--- src/rtl/timer_params.svh ---
// Register offsets, field positions, reset values and timing constants
`ifndef TIMER_PARAMS_SVH
`define TIMER_PARAMS_SVH
`define OFF_CTRL      8'h00
`define OFF_COUNT     8'h04
`define OFF_RELOAD    8'h08
`define OFF_STATUS    8'h0C
`define OFF_MASK      8'h10
`define CTRL_EN_BIT   0
`define CTRL_MODE_LSB 1
`define CTRL_PRE_LSB  3
`define CTRL_POL_BIT  6
`define CTRL_OUTE_BIT 7
`define CTRL_RESET    32'h0000_0000
`define COUNT_RESET   16'h0000
`define RELOAD_RESET  16'h0000
`define COUNT_RESTART 16'h0001
`define PRESCALE_MAX  128
`define STAT_RELOAD   0
`endif

--- src/rtl/timer_pkg.sv ---
// Types shared by the timer files
package timer_pkg;
  typedef enum logic [1:0] {
    MODE_ONE_SHOT   = 2'h0,
    MODE_CONTINUOUS = 2'h1,
    MODE_COUNTER    = 2'h2,
    MODE_RESERVED   = 2'h3
  } timer_mode_t;
endpackage

--- src/rtl/reload_timer.sv ---
// Reloadable 16-bit timer with AXI4-Lite register access
//
// Decided for this implementation: register access over AXI4-Lite and the register addresses.
`timescale 1ns/1ps
`include "timer_params.svh"
// Operation
// - Counter is 16 bits and increments by one per qualified tick.
// - Clock modes divide system clock by prescale 1 to 128.
// - Count at FFFFH without reload match wraps to 0000H and continues.
// - Reload 0000H gives full wrap; 0001H with prescale 1 is shortest.
// - One-shot reload match interrupts, loads 0001H, clears enable.
// - One-shot with output on inverts output pin one cycle.
// - One-shot and continuous ticks come from prescaled clock only.
// - Continuous and counter reload match interrupts, loads 0001H, runs on.
// - Continuous and counter modes toggle output on each reload.
// - Start count applies to first pass; reloads restart at 0001H.
// - Counter mode counts input edges chosen by polarity bit.
// - Counter mode bypasses prescaler; one edge, one count.
// - Counter mode polarity sets initial output level.
module reload_timer (
  input  wire logic        aclk,
  input  wire logic        aresetn,
  input  wire logic [7:0]  s_axi_awaddr,
  input  wire logic        s_axi_awvalid,
  output logic             s_axi_awready,
  input  wire logic [31:0] s_axi_wdata,
  input  wire logic [3:0]  s_axi_wstrb,
  input  wire logic        s_axi_wvalid,
  output logic             s_axi_wready,
  output logic [1:0]       s_axi_bresp,
  output logic             s_axi_bvalid,
  input  wire logic        s_axi_bready,
  input  wire logic [7:0]  s_axi_araddr,
  input  wire logic        s_axi_arvalid,
  output logic             s_axi_arready,
  output logic [31:0]      s_axi_rdata,
  output logic [1:0]       s_axi_rresp,
  output logic             s_axi_rvalid,
  input  wire logic        s_axi_rready,
  input  wire logic        timer_in,
  output logic             timer_out,
  output logic             timer_out_en,
  output logic             irq
);
  import timer_pkg::*;

  // ****************************************************
  // Registers and state
  // ****************************************************
  logic        enable;
  timer_mode_t mode;
  logic [2:0]  prescale_sel;
  logic        output_polarity_edge_select;
  logic        out_func_en;
  logic [15:0] count;
  logic [15:0] reload;
  logic        status;
  logic        mask;
  logic        out_level;
  logic        in_meta;
  logic        in_sync;
  logic        in_prev;

  // ****************************************************
  // AXI4-Lite write channel
  // ****************************************************
  logic       aw_held;
  logic       w_held;
  logic [7:0] aw_addr;
  logic [31:0] w_data;
  logic [3:0]  w_strb;

  assign s_axi_awready = !aw_held && !s_axi_bvalid;
  assign s_axi_wready  = !w_held && !s_axi_bvalid;
  assign s_axi_bresp   = 2'h0;
  assign s_axi_rresp   = 2'h0;

  wire aw_take  = s_axi_awvalid && s_axi_awready;
  wire w_take   = s_axi_wvalid && s_axi_wready;
  wire have_aw  = aw_held || aw_take;
  wire have_w   = w_held || w_take;
  wire wr_fire  = have_aw && have_w && !s_axi_bvalid;
  wire [7:0]  wr_addr = aw_held ? aw_addr : s_axi_awaddr;
  wire [31:0] wr_data = w_held ? w_data : s_axi_wdata;
  wire [3:0]  wr_strb = w_held ? w_strb : s_axi_wstrb;

  wire wr_ctrl   = wr_fire && wr_addr == `OFF_CTRL && wr_strb[0];
  wire wr_cnt_lo = wr_fire && wr_addr == `OFF_COUNT && wr_strb[0];
  wire wr_cnt_hi = wr_fire && wr_addr == `OFF_COUNT && wr_strb[1];
  wire wr_rl_lo  = wr_fire && wr_addr == `OFF_RELOAD && wr_strb[0];
  wire wr_rl_hi  = wr_fire && wr_addr == `OFF_RELOAD && wr_strb[1];
  wire wr_stat   = wr_fire && wr_addr == `OFF_STATUS && wr_strb[0];
  wire wr_mask   = wr_fire && wr_addr == `OFF_MASK && wr_strb[0];

  always_ff @(posedge aclk) begin
    if (!aresetn) begin
      aw_held <= 1'b0;
      w_held  <= 1'b0;
      aw_addr <= 8'h00;
      w_data  <= 32'h0000_0000;
      w_strb  <= 4'h0;
    end else begin
      if (aw_take && !wr_fire) begin
        aw_held <= 1'b1;
        aw_addr <= s_axi_awaddr;
      end else if (wr_fire) begin
        aw_held <= 1'b0;
      end
      if (w_take && !wr_fire) begin
        w_held <= 1'b1;
        w_data <= s_axi_wdata;
        w_strb <= s_axi_wstrb;
      end else if (wr_fire) begin
        w_held <= 1'b0;
      end
    end
  end

  always_ff @(posedge aclk) begin
    if (!aresetn)
      s_axi_bvalid <= 1'b0;
    else if (wr_fire)
      s_axi_bvalid <= 1'b1;
    else if (s_axi_bready)
      s_axi_bvalid <= 1'b0;
  end

  // ****************************************************
  // AXI4-Lite read channel
  // ****************************************************
  assign s_axi_arready = !s_axi_rvalid;
  wire rd_take = s_axi_arvalid && s_axi_arready;

  wire [31:0] ctrl_word = {24'h00_0000, out_func_en,
                           output_polarity_edge_select,
                           prescale_sel, mode, enable};
  wire [31:0] rd_word =
    (s_axi_araddr == `OFF_CTRL)   ? ctrl_word :
    (s_axi_araddr == `OFF_COUNT)  ? {16'h0000, count} :
    (s_axi_araddr == `OFF_RELOAD) ? {16'h0000, reload} :
    (s_axi_araddr == `OFF_STATUS) ? {31'h0000_0000, status} :
    (s_axi_araddr == `OFF_MASK)   ? {31'h0000_0000, mask} :
                                    32'h0000_0000;

  always_ff @(posedge aclk) begin
    if (!aresetn) begin
      s_axi_rvalid <= 1'b0;
      s_axi_rdata  <= 32'h0000_0000;
    end else if (rd_take) begin
      s_axi_rvalid <= 1'b1;
      s_axi_rdata  <= rd_word;
    end else if (s_axi_rready) begin
      s_axi_rvalid <= 1'b0;
    end
  end

  // ****************************************************
  // Tick sources
  // ****************************************************
  logic clk_tick;
  wire  clock_mode = (mode == MODE_ONE_SHOT) || (mode == MODE_CONTINUOUS);

  tick_prescaler #(.SEL_W(3)) u_prescaler (
    .aclk    (aclk),
    .aresetn (aresetn),
    .run     (enable && clock_mode),
    .sel     (prescale_sel),
    .tick    (clk_tick)
  );

  // Two-stage synchroniser, then a registered edge compare
  always_ff @(posedge aclk) begin
    if (!aresetn) begin
      in_meta <= 1'b0;
      in_sync <= 1'b0;
      in_prev <= 1'b0;
    end else begin
      in_meta <= timer_in;
      in_sync <= in_meta;
      in_prev <= in_sync;
    end
  end

  wire rise     = in_sync && !in_prev;
  wire fall     = !in_sync && in_prev;
  wire pin_edge = output_polarity_edge_select ? rise : fall;

  // Pin edges count only in counter mode, unscaled
  wire tick = enable &&
              (clock_mode ? clk_tick :
               (mode == MODE_COUNTER) && pin_edge);

  // ****************************************************
  // Counter and reload
  // ****************************************************
  wire        match      = tick && (count == reload);
  wire [15:0] next_count = match ? `COUNT_RESTART
                                 : count + 16'h0001;
  wire        oneshot_end = match && (mode == MODE_ONE_SHOT);

  always_ff @(posedge aclk) begin
    if (!aresetn) begin
      count  <= `COUNT_RESET;
      reload <= `RELOAD_RESET;
    end else begin
      if (tick)
        count <= next_count;
      else begin
        if (wr_cnt_lo)
          count[7:0] <= wr_data[7:0];
        if (wr_cnt_hi)
          count[15:8] <= wr_data[15:8];
      end
      if (wr_rl_lo)
        reload[7:0] <= wr_data[7:0];
      if (wr_rl_hi)
        reload[15:8] <= wr_data[15:8];
    end
  end

  always_ff @(posedge aclk) begin
    if (!aresetn) begin
      enable                      <= 1'b0;
      mode                        <= MODE_ONE_SHOT;
      prescale_sel                <= 3'h0;
      output_polarity_edge_select <= 1'b0;
      out_func_en                 <= 1'b0;
    end else if (oneshot_end) begin
      enable <= 1'b0;
    end else if (wr_ctrl) begin
      enable       <= wr_data[`CTRL_EN_BIT];
      mode         <= timer_mode_t'(wr_data[`CTRL_MODE_LSB +: 2]);
      prescale_sel <= wr_data[`CTRL_PRE_LSB +: 3];
      output_polarity_edge_select <= wr_data[`CTRL_POL_BIT];
      out_func_en  <= wr_data[`CTRL_OUTE_BIT];
    end
  end

  // ****************************************************
  // Timer output
  // ****************************************************
  // While disabled the level follows the polarity bit
  // A match toggles the level in every mode; a one-shot stop reloads the
  // polarity next cycle, so a polarity flipped mid-run keeps the new level
  always_ff @(posedge aclk) begin
    if (!aresetn)
      out_level <= 1'b0;
    else if (!enable)
      out_level <= output_polarity_edge_select;
    else if (match)
      out_level <= !out_level;
  end

  assign timer_out    = out_level;
  assign timer_out_en = out_func_en;

  // ****************************************************
  // Interrupt
  // ****************************************************
  always_ff @(posedge aclk) begin
    if (!aresetn) begin
      status <= 1'b0;
      mask   <= 1'b0;
    end else begin
      if (match)
        status <= 1'b1;
      else if (wr_stat && wr_data[`STAT_RELOAD])
        status <= 1'b0;
      if (wr_mask)
        mask <= wr_data[`STAT_RELOAD];
    end
  end

  assign irq = status && mask;
endmodule

--- src/rtl/tick_prescaler.sv ---
// Clock divider producing a one-cycle tick every 2**sel cycles
`timescale 1ns/1ps
module tick_prescaler #(
  parameter int SEL_W = 3
) (
  input  wire logic             aclk,
  input  wire logic             aresetn,
  input  wire logic             run,
  input  wire logic [SEL_W-1:0] sel,
  output logic                  tick
);
  localparam int CW = (1 << SEL_W) - 1;
  logic [CW-1:0] count;
  wire  [CW-1:0] limit = CW'((1 << sel) - 1);
  wire           hit   = (count >= limit);

  assign tick = run && hit;

  always_ff @(posedge aclk) begin
    if (!aresetn || !run || hit)
      count <= '0;
    else
      count <= count + CW'(1);
  end
endmodule

--- config.mk ---
export PLATFORM = sky130hd
export DESIGN_NAME = reload_timer
export DESIGN_NICKNAME = d
export VERILOG_FILES = /design/src/rtl/timer_pkg.sv /design/src/rtl/reload_timer.sv /design/src/rtl/tick_prescaler.sv
export VERILOG_INCLUDE_DIRS = /design/src /design/src/rtl
export SDC_FILE = /design/constraint.sdc
export NUM_CORES = 1
export LEC_CHECK = 0
export BUFFER_PORTS_ARGS = -buffer_cell sky130_fd_sc_hd__buf_4
export CORE_MARGIN = 8
export CORE_UTILIZATION = 40
export CTS_CLUSTER_SIZE = 8
export DETAILED_ROUTE_END_ITERATION = 12
export SLEW_MARGIN = 20
export SYNTH_ARGS = -nofsm -noshare
export SYNTH_HDL_FRONTEND = slang
export SYNTH_SLANG_ARGS = --single-unit
--- constraint.sdc ---
create_clock -name aclk -period 6.7 [get_ports aclk]
set_input_delay 0.335 -clock aclk [delete_from_list [all_inputs] [get_ports aclk]]
set_output_delay 0.335 -clock aclk [all_outputs]
set_load 0.01 [all_outputs]
Word level (Yosys, flattened, before mapping)
Index checks and enable logic that the tools add are counted.
W data, S select, Z words.
Operators by class
  bitwise logic cells: 2
  shift-type cells: 1
  $add $sub $neg: 3
  magnitude comparators: 1
  equal/unequal tests: 12
  mux-type cells: 25
  reduce and logical (&&, ||, !) cells: 58
Operator list (count)
  $mux W16: 6
  $eq A8 B4 Y1 const B: 4
  $logic_and A1 B1 Y1: 31
  $mux W8: 3
  $add A16 B1 Y16 const B: 1
  $eq A16 B16 Y1: 1
  $eq A8 B3 Y1 const B: 2
  $eq A8 B5 Y1 const B: 2
  $logic_not A8 Y1: 2
  $mux W1: 15
  $reduce_bool A2 Y1: 7
  $logic_not A1 Y1: 10
  $add A7 B1 Y7 const B: 1
  $ge A7 B7 Y1: 1
  $shl A1 B3 Y7 const A: 1
  $sub A7 B2 Y7 const B: 1
  $logic_or A1 B1 Y1: 5
  $eq A2 B1 Y1 const B: 1
  $eq A2 B2 Y1 const B: 1
  $logic_not A2 Y1: 1
  $mux W2: 1
  $ne A2 B1 Y1 const B: 1
  $not A1 Y1: 2
  $reduce_and A2 Y1: 1
  $reduce_or A2 Y1: 1
Storage, ports and cells
  output and inout port bits: 44
  word-level logic and storage cells: 126
  register bits after elaboration: 115
  input bits: 60

Logic depth before layout (Yosys ltp)
  word-level depth: 11
  depth in mapped cells: 10
  mapped depth without buffers: 8

Hierarchy
A second synthesis with hierarchy kept.
Unflattened totals
  cell total of the unflattened synthesis: 626
  area total of the unflattened synthesis: 5226.3 µm²
Modules (own cells, without submodules)
  reload_timer: area an instance 4769.6 µm², cells an instance 575, times used 1, seq. area each 1841.8 µm²
  tick_prescaler: area an instance 456.7 µm², cells an instance 51, times used 1, seq. area each 140.1 µm²

Worst setup path before layout
Ideal clock, no wire load.
  path kind: register -> register
  from: register prescale_sel[2]
  to: register count[12]
  cell stages (with the launch flop): 10
  path slack: 4.142 ns
  required time: 6.597 ns
  library setup time: 0.103 ns
  data arrival time: 2.455 ns
  path through: dfxtp_1 clkbuf_1 or3_1 ha_1 nor2b_1 o21ai_0 a31oi_1 a211oi_2 o21ai_1 a222oi_1
On the way
  longest elaborated chain between the ends: 9
  elaborated cells on any way between the ends: 10
  classes of those cells: add/sub: 1; order compare: 1; shift: 1; mux: 3; reduce/logical: 4
RTL lines
  from (decl): RTL line reload_timer.sv:52  | logic [2:0] prescale_sel;
  from (signal assigned): RTL line reload_timer.sv:233  | prescale_sel <= wr_data[`CTRL_PRE_LSB +: 3];
  $shl A1 B3 Y7 (*): RTL line tick_prescaler.sv:14  | wire [CW-1:0] limit = CW'((1 << sel) - 1);
  $sub A7 B2 Y7 (*): RTL line tick_prescaler.sv:14
  $ge A7 B7 Y1 (*): RTL line tick_prescaler.sv:15  | wire hit = (count >= limit);
  $logic_and A1 B1 Y1 (*): RTL line tick_prescaler.sv:17  | assign tick = run && hit;
  $mux W1 (*): RTL line reload_timer.sv:190  | (clock_mode ? clk_tick :
  $logic_and A1 B1 Y1 (*): RTL line reload_timer.sv:189  | wire tick = enable &&
  $logic_and A1 B1 Y1: RTL line reload_timer.sv:196  | wire match = tick && (count == reload);
  $mux W16: RTL line reload_timer.sv:197  | wire [15:0] next_count = match ? `COUNT_RESTART
  $mux W16: RTL line reload_timer.sv:206  | if (tick)
  to (signal assigned): RTL line reload_timer.sv:203  | count <= `COUNT_RESET;
  to (signal assigned): RTL line reload_timer.sv:207  | count <= next_count;
  to (signal assigned): RTL line reload_timer.sv:212  | count[15:8] <= wr_data[15:8];
  to (decl): RTL line reload_timer.sv:55  | logic [15:0] count;
Every way passes the cells marked *; elsewhere a longest branch is shown, timed or not.
A chain may end at the register's enable or synchronous reset.

Worst setup path after layout
  from: register prescale_sel[1]
  to: register count[12]
Same word-level chain as after synthesis.

==> results.tsv <==
metric	value	unit
Fmax achieved	311	MHz
post-synthesis register bit count	99	
Synth Area in XOR/XNOR	0.0451	
Post-Syn Instances	627	
Placer Congestion	0.867	
FF-to-FF path depth	8	
Multi-input gate area	2970	µm²
Core Footprint	13000	µm²
initial antenna violation count	0	
maximum vdd drop	0.000131	V
share of layout cells above drive strength 1	0.165	
async set-reset flop share out of synthesis	0	
top_reg_cell synth	dfxtp_1	
RR Startpoint	prescale_sel[1]$_SDFFE_PN0P_	
CP Launch Type	flop	
Hold Path Origin	s_axi_rready	
die width	130	µm
clk sinks	99	
CP required	6.94	ns
Clock Latency Late Sink	0.35	ns
Hold Path Class	input port to flop	
TritonCTS clock tree	done	
pwr dens	214	nW/µm²
Lkg Pwr	2.18	nW
Worst Path Buf+Inv	0	
Synth Area in Compound Gates	0.161	
GRT Residual Overflow	0	
Reg clk slew, reported paths	0.07	ns
routed vias	4502	
H-tree depth reported by CTS	3	
maximum root-to-sink buffer count	2	
first drt pass iteration count	4	
Synth area leader	dfxtp_1	
# Post-CTS Setup Buffers	0	
CTS Hold Bufs	0	
max-cap viol count	0	
WL final	13500	µm
CP top delay family	compound AO/OA/AOI/OAI gates	
post-DP HPWL	10000	µm
Distinct cells, synth	55	
CP peak stage delay	0.79	ns
largest family of logic cells by synthesized area	simple AND/OR/NAND/NOR gates	
antenna-violating nets left	0	
Layout fillers	1318	
first-pass GRT wire length	21800	µm
worst-path fanout max	9	
CP Data Arrival Time	3.45	ns
RSZ-0062 raised after global routing	false	
simple logic cell fraction of the synthesized area	0.214	
Seq/Total Area, Yosys	0.378	
post-CTS sizing	0	
part of the cycle the worst path needs	0.479	
fin area	6080	µm²
most common cell after layout, fill and taps aside	dfxtp_1	
fraction of synthesized area in multiplexers	0.111	
Final setup viols	0	
Final Hold Viols	0	
CTS Buf Count	9	
post-synth top area share	0.378	
status	finished, final reports clean	
maximum number of pins on one net before global-route repair	73	
initial core utilization	0.402	
Synth Area in Adders	0.0215	
Total Neg Setup Slack	0	ns
Synth Warn #	0	
P&R area growth vs syn	15.9	%
I/O pins	104	
crit path time final	3.21	ns
number of synthesized flops with an enable pin	0	
DP Area	5750	µm²
WS Path Type	flop to flop	
vias in the first global route	4304	
antenna cell count	0	
worst reg2reg endpoint	count[12]$_SDFFE_PN0P_	
slew of the pin with the lowest slew margin	1.01	ns
NumNets Final	743	
Total GRT Usage	0.162	
most frequent cells in the layout	dfxtp_1 (99), nand2_1 (81), buf_4 (67)	
DRC	0	
number of vias per cell	5.27	
FF+latch area	1980	µm²
Slew Limit Fails	0	
Syn Area/Cell	8.36	µm²
Die Y	130	µm
1st-iter DRT viols	262	
die area	17000	µm²
Min-Delay Path Depth	2	
WHS Endpoint	s_axi_rvalid$_SDFFE_PN0P_	
Worst path slowest cell	a31oi_1	
Max-slew headroom	0.326	
cells along the critical path	or3_1 -> ha_1 -> nor2b_1 -> o21ai_0 -> a31oi_1 -> nand3_1 -> o21bai_1 -> a222oi_1	
Reg2Reg Setup Slack	3.49	ns
Worst Clk Skew	0.00559	ns
Port Buffers	65	
Worst Setup End Kind	flop	
Core Rows	42	
WL per Instance	15.8	µm
root buf cell	clkbuf_16	
Synth area leaders	dfxtp_1 (38%), mux2i_1 (7.6%), nand2_1 (5.8%), a21oi_1 (5.3%), nor2_1 (4.2%)	
synthesized area	5240	µm²
-- through the flow --
stage / std cells / power [mW] / hold WS (ns) / setup WS (ns) / utilization
after floorplan: 646 / 0.707 / 0.412 / 4.14 / -
after global placement: 839 / 0.742 / 0.418 / 3.63 / 0.441
after detailed placement: 839 / 0.744 / 0.421 / 3.57 / 0.441
after CTS: 855 / 1.31 / 0.157 / 3.55 / 0.466
after global routing: 855 / 1.34 / 0.177 / 3.36 / 0.466
final: 855 / 1.30 / 0.171 / 3.49 / 0.466
-- synth_stat cells (13+ instances only) --
cell       n
a21oi_1   56
buf_4     22
clkbuf_1  22
dfxtp_1   99
inv_1     17
mux2_2    16
mux2i_1   40
nand2_1   81
nand3_1   32
nor2_1    59
nor3_1    13
o21ai_0   17
xnor2_1   21
-- area by class of cell --
| type | count | share of cell area |
|---|---|---|
| Clock buffer | 11 | 0.0416 |
| Multi-Input combinational cell | 477 | 0.489 |
| Sequential cell | 99 | 0.326 |
| Inverter | 20 | 0.0124 |
| Clock inverter | 5 | 0.0124 |
| Timing Repair Buffer | 67 | 0.0828 |
| Tap cell | 176 | 0.0362 |
-- power by group --
| part | internal, mW | switching, mW | leakage [nW] |
|---|---|---|---|
| Sequential | 0.600 | 0.0107 | 0.801 |
| Combinational | 0.0494 | 0.0708 | 1.22 |
| Clock | 0.346 | 0.222 | 0.165 |
-- per-layer routing --
layer / part of all wire / vias to the layer above / track usage
li1: - / 2261 / -
met1: 0.47 / 2081 / 0.218
met2: 0.43 / 154 / 0.247
met3: 0.090 / 6 / 0.0511
met4: 0.0076 / 0 / 0.0365
met5: 0 / - / 0
-- cells by family after synthesis --
kind of cell,Yosys count
DFF,99
other,1
AOI/OAI and AO/OA,124
xor gates and xnor gates,27
buffers and inverters,70
and+or+nand+nor,241
muxes,56
adders and majority gates,9
-- sequential cells by signal (all words and copies together) (netlist names), 2 cells and up --
signal	flops
u_prescaler.count	7
aw_addr	8
reload	16
mode	2
count	16
w_strb	2
s_axi_rdata	16
prescale_sel	3
w_data	16
-- worst max path at each step --
stage	slack [ns]	cells past startpoint	startpoint	endpoint
after floorplan	4.14	9	prescale_sel[2]$_SDFFE_PN0P_	count[12]$_SDFFE_PN0P_
after global placement	3.63	8	prescale_sel[1]$_SDFFE_PN0P_	count[9]$_SDFFE_PN0P_
after detailed placement	3.57	8	prescale_sel[1]$_SDFFE_PN0P_	count[12]$_SDFFE_PN0P_
after CTS	3.55	8	prescale_sel[1]$_SDFFE_PN0P_	count[12]$_SDFFE_PN0P_
after global routing	3.36	8	prescale_sel[1]$_SDFFE_PN0P_	count[12]$_SDFFE_PN0P_
final	3.49	8	prescale_sel[1]$_SDFFE_PN0P_	count[12]$_SDFFE_PN0P_
Note: power is estimated with default switching activity, not from simulation.
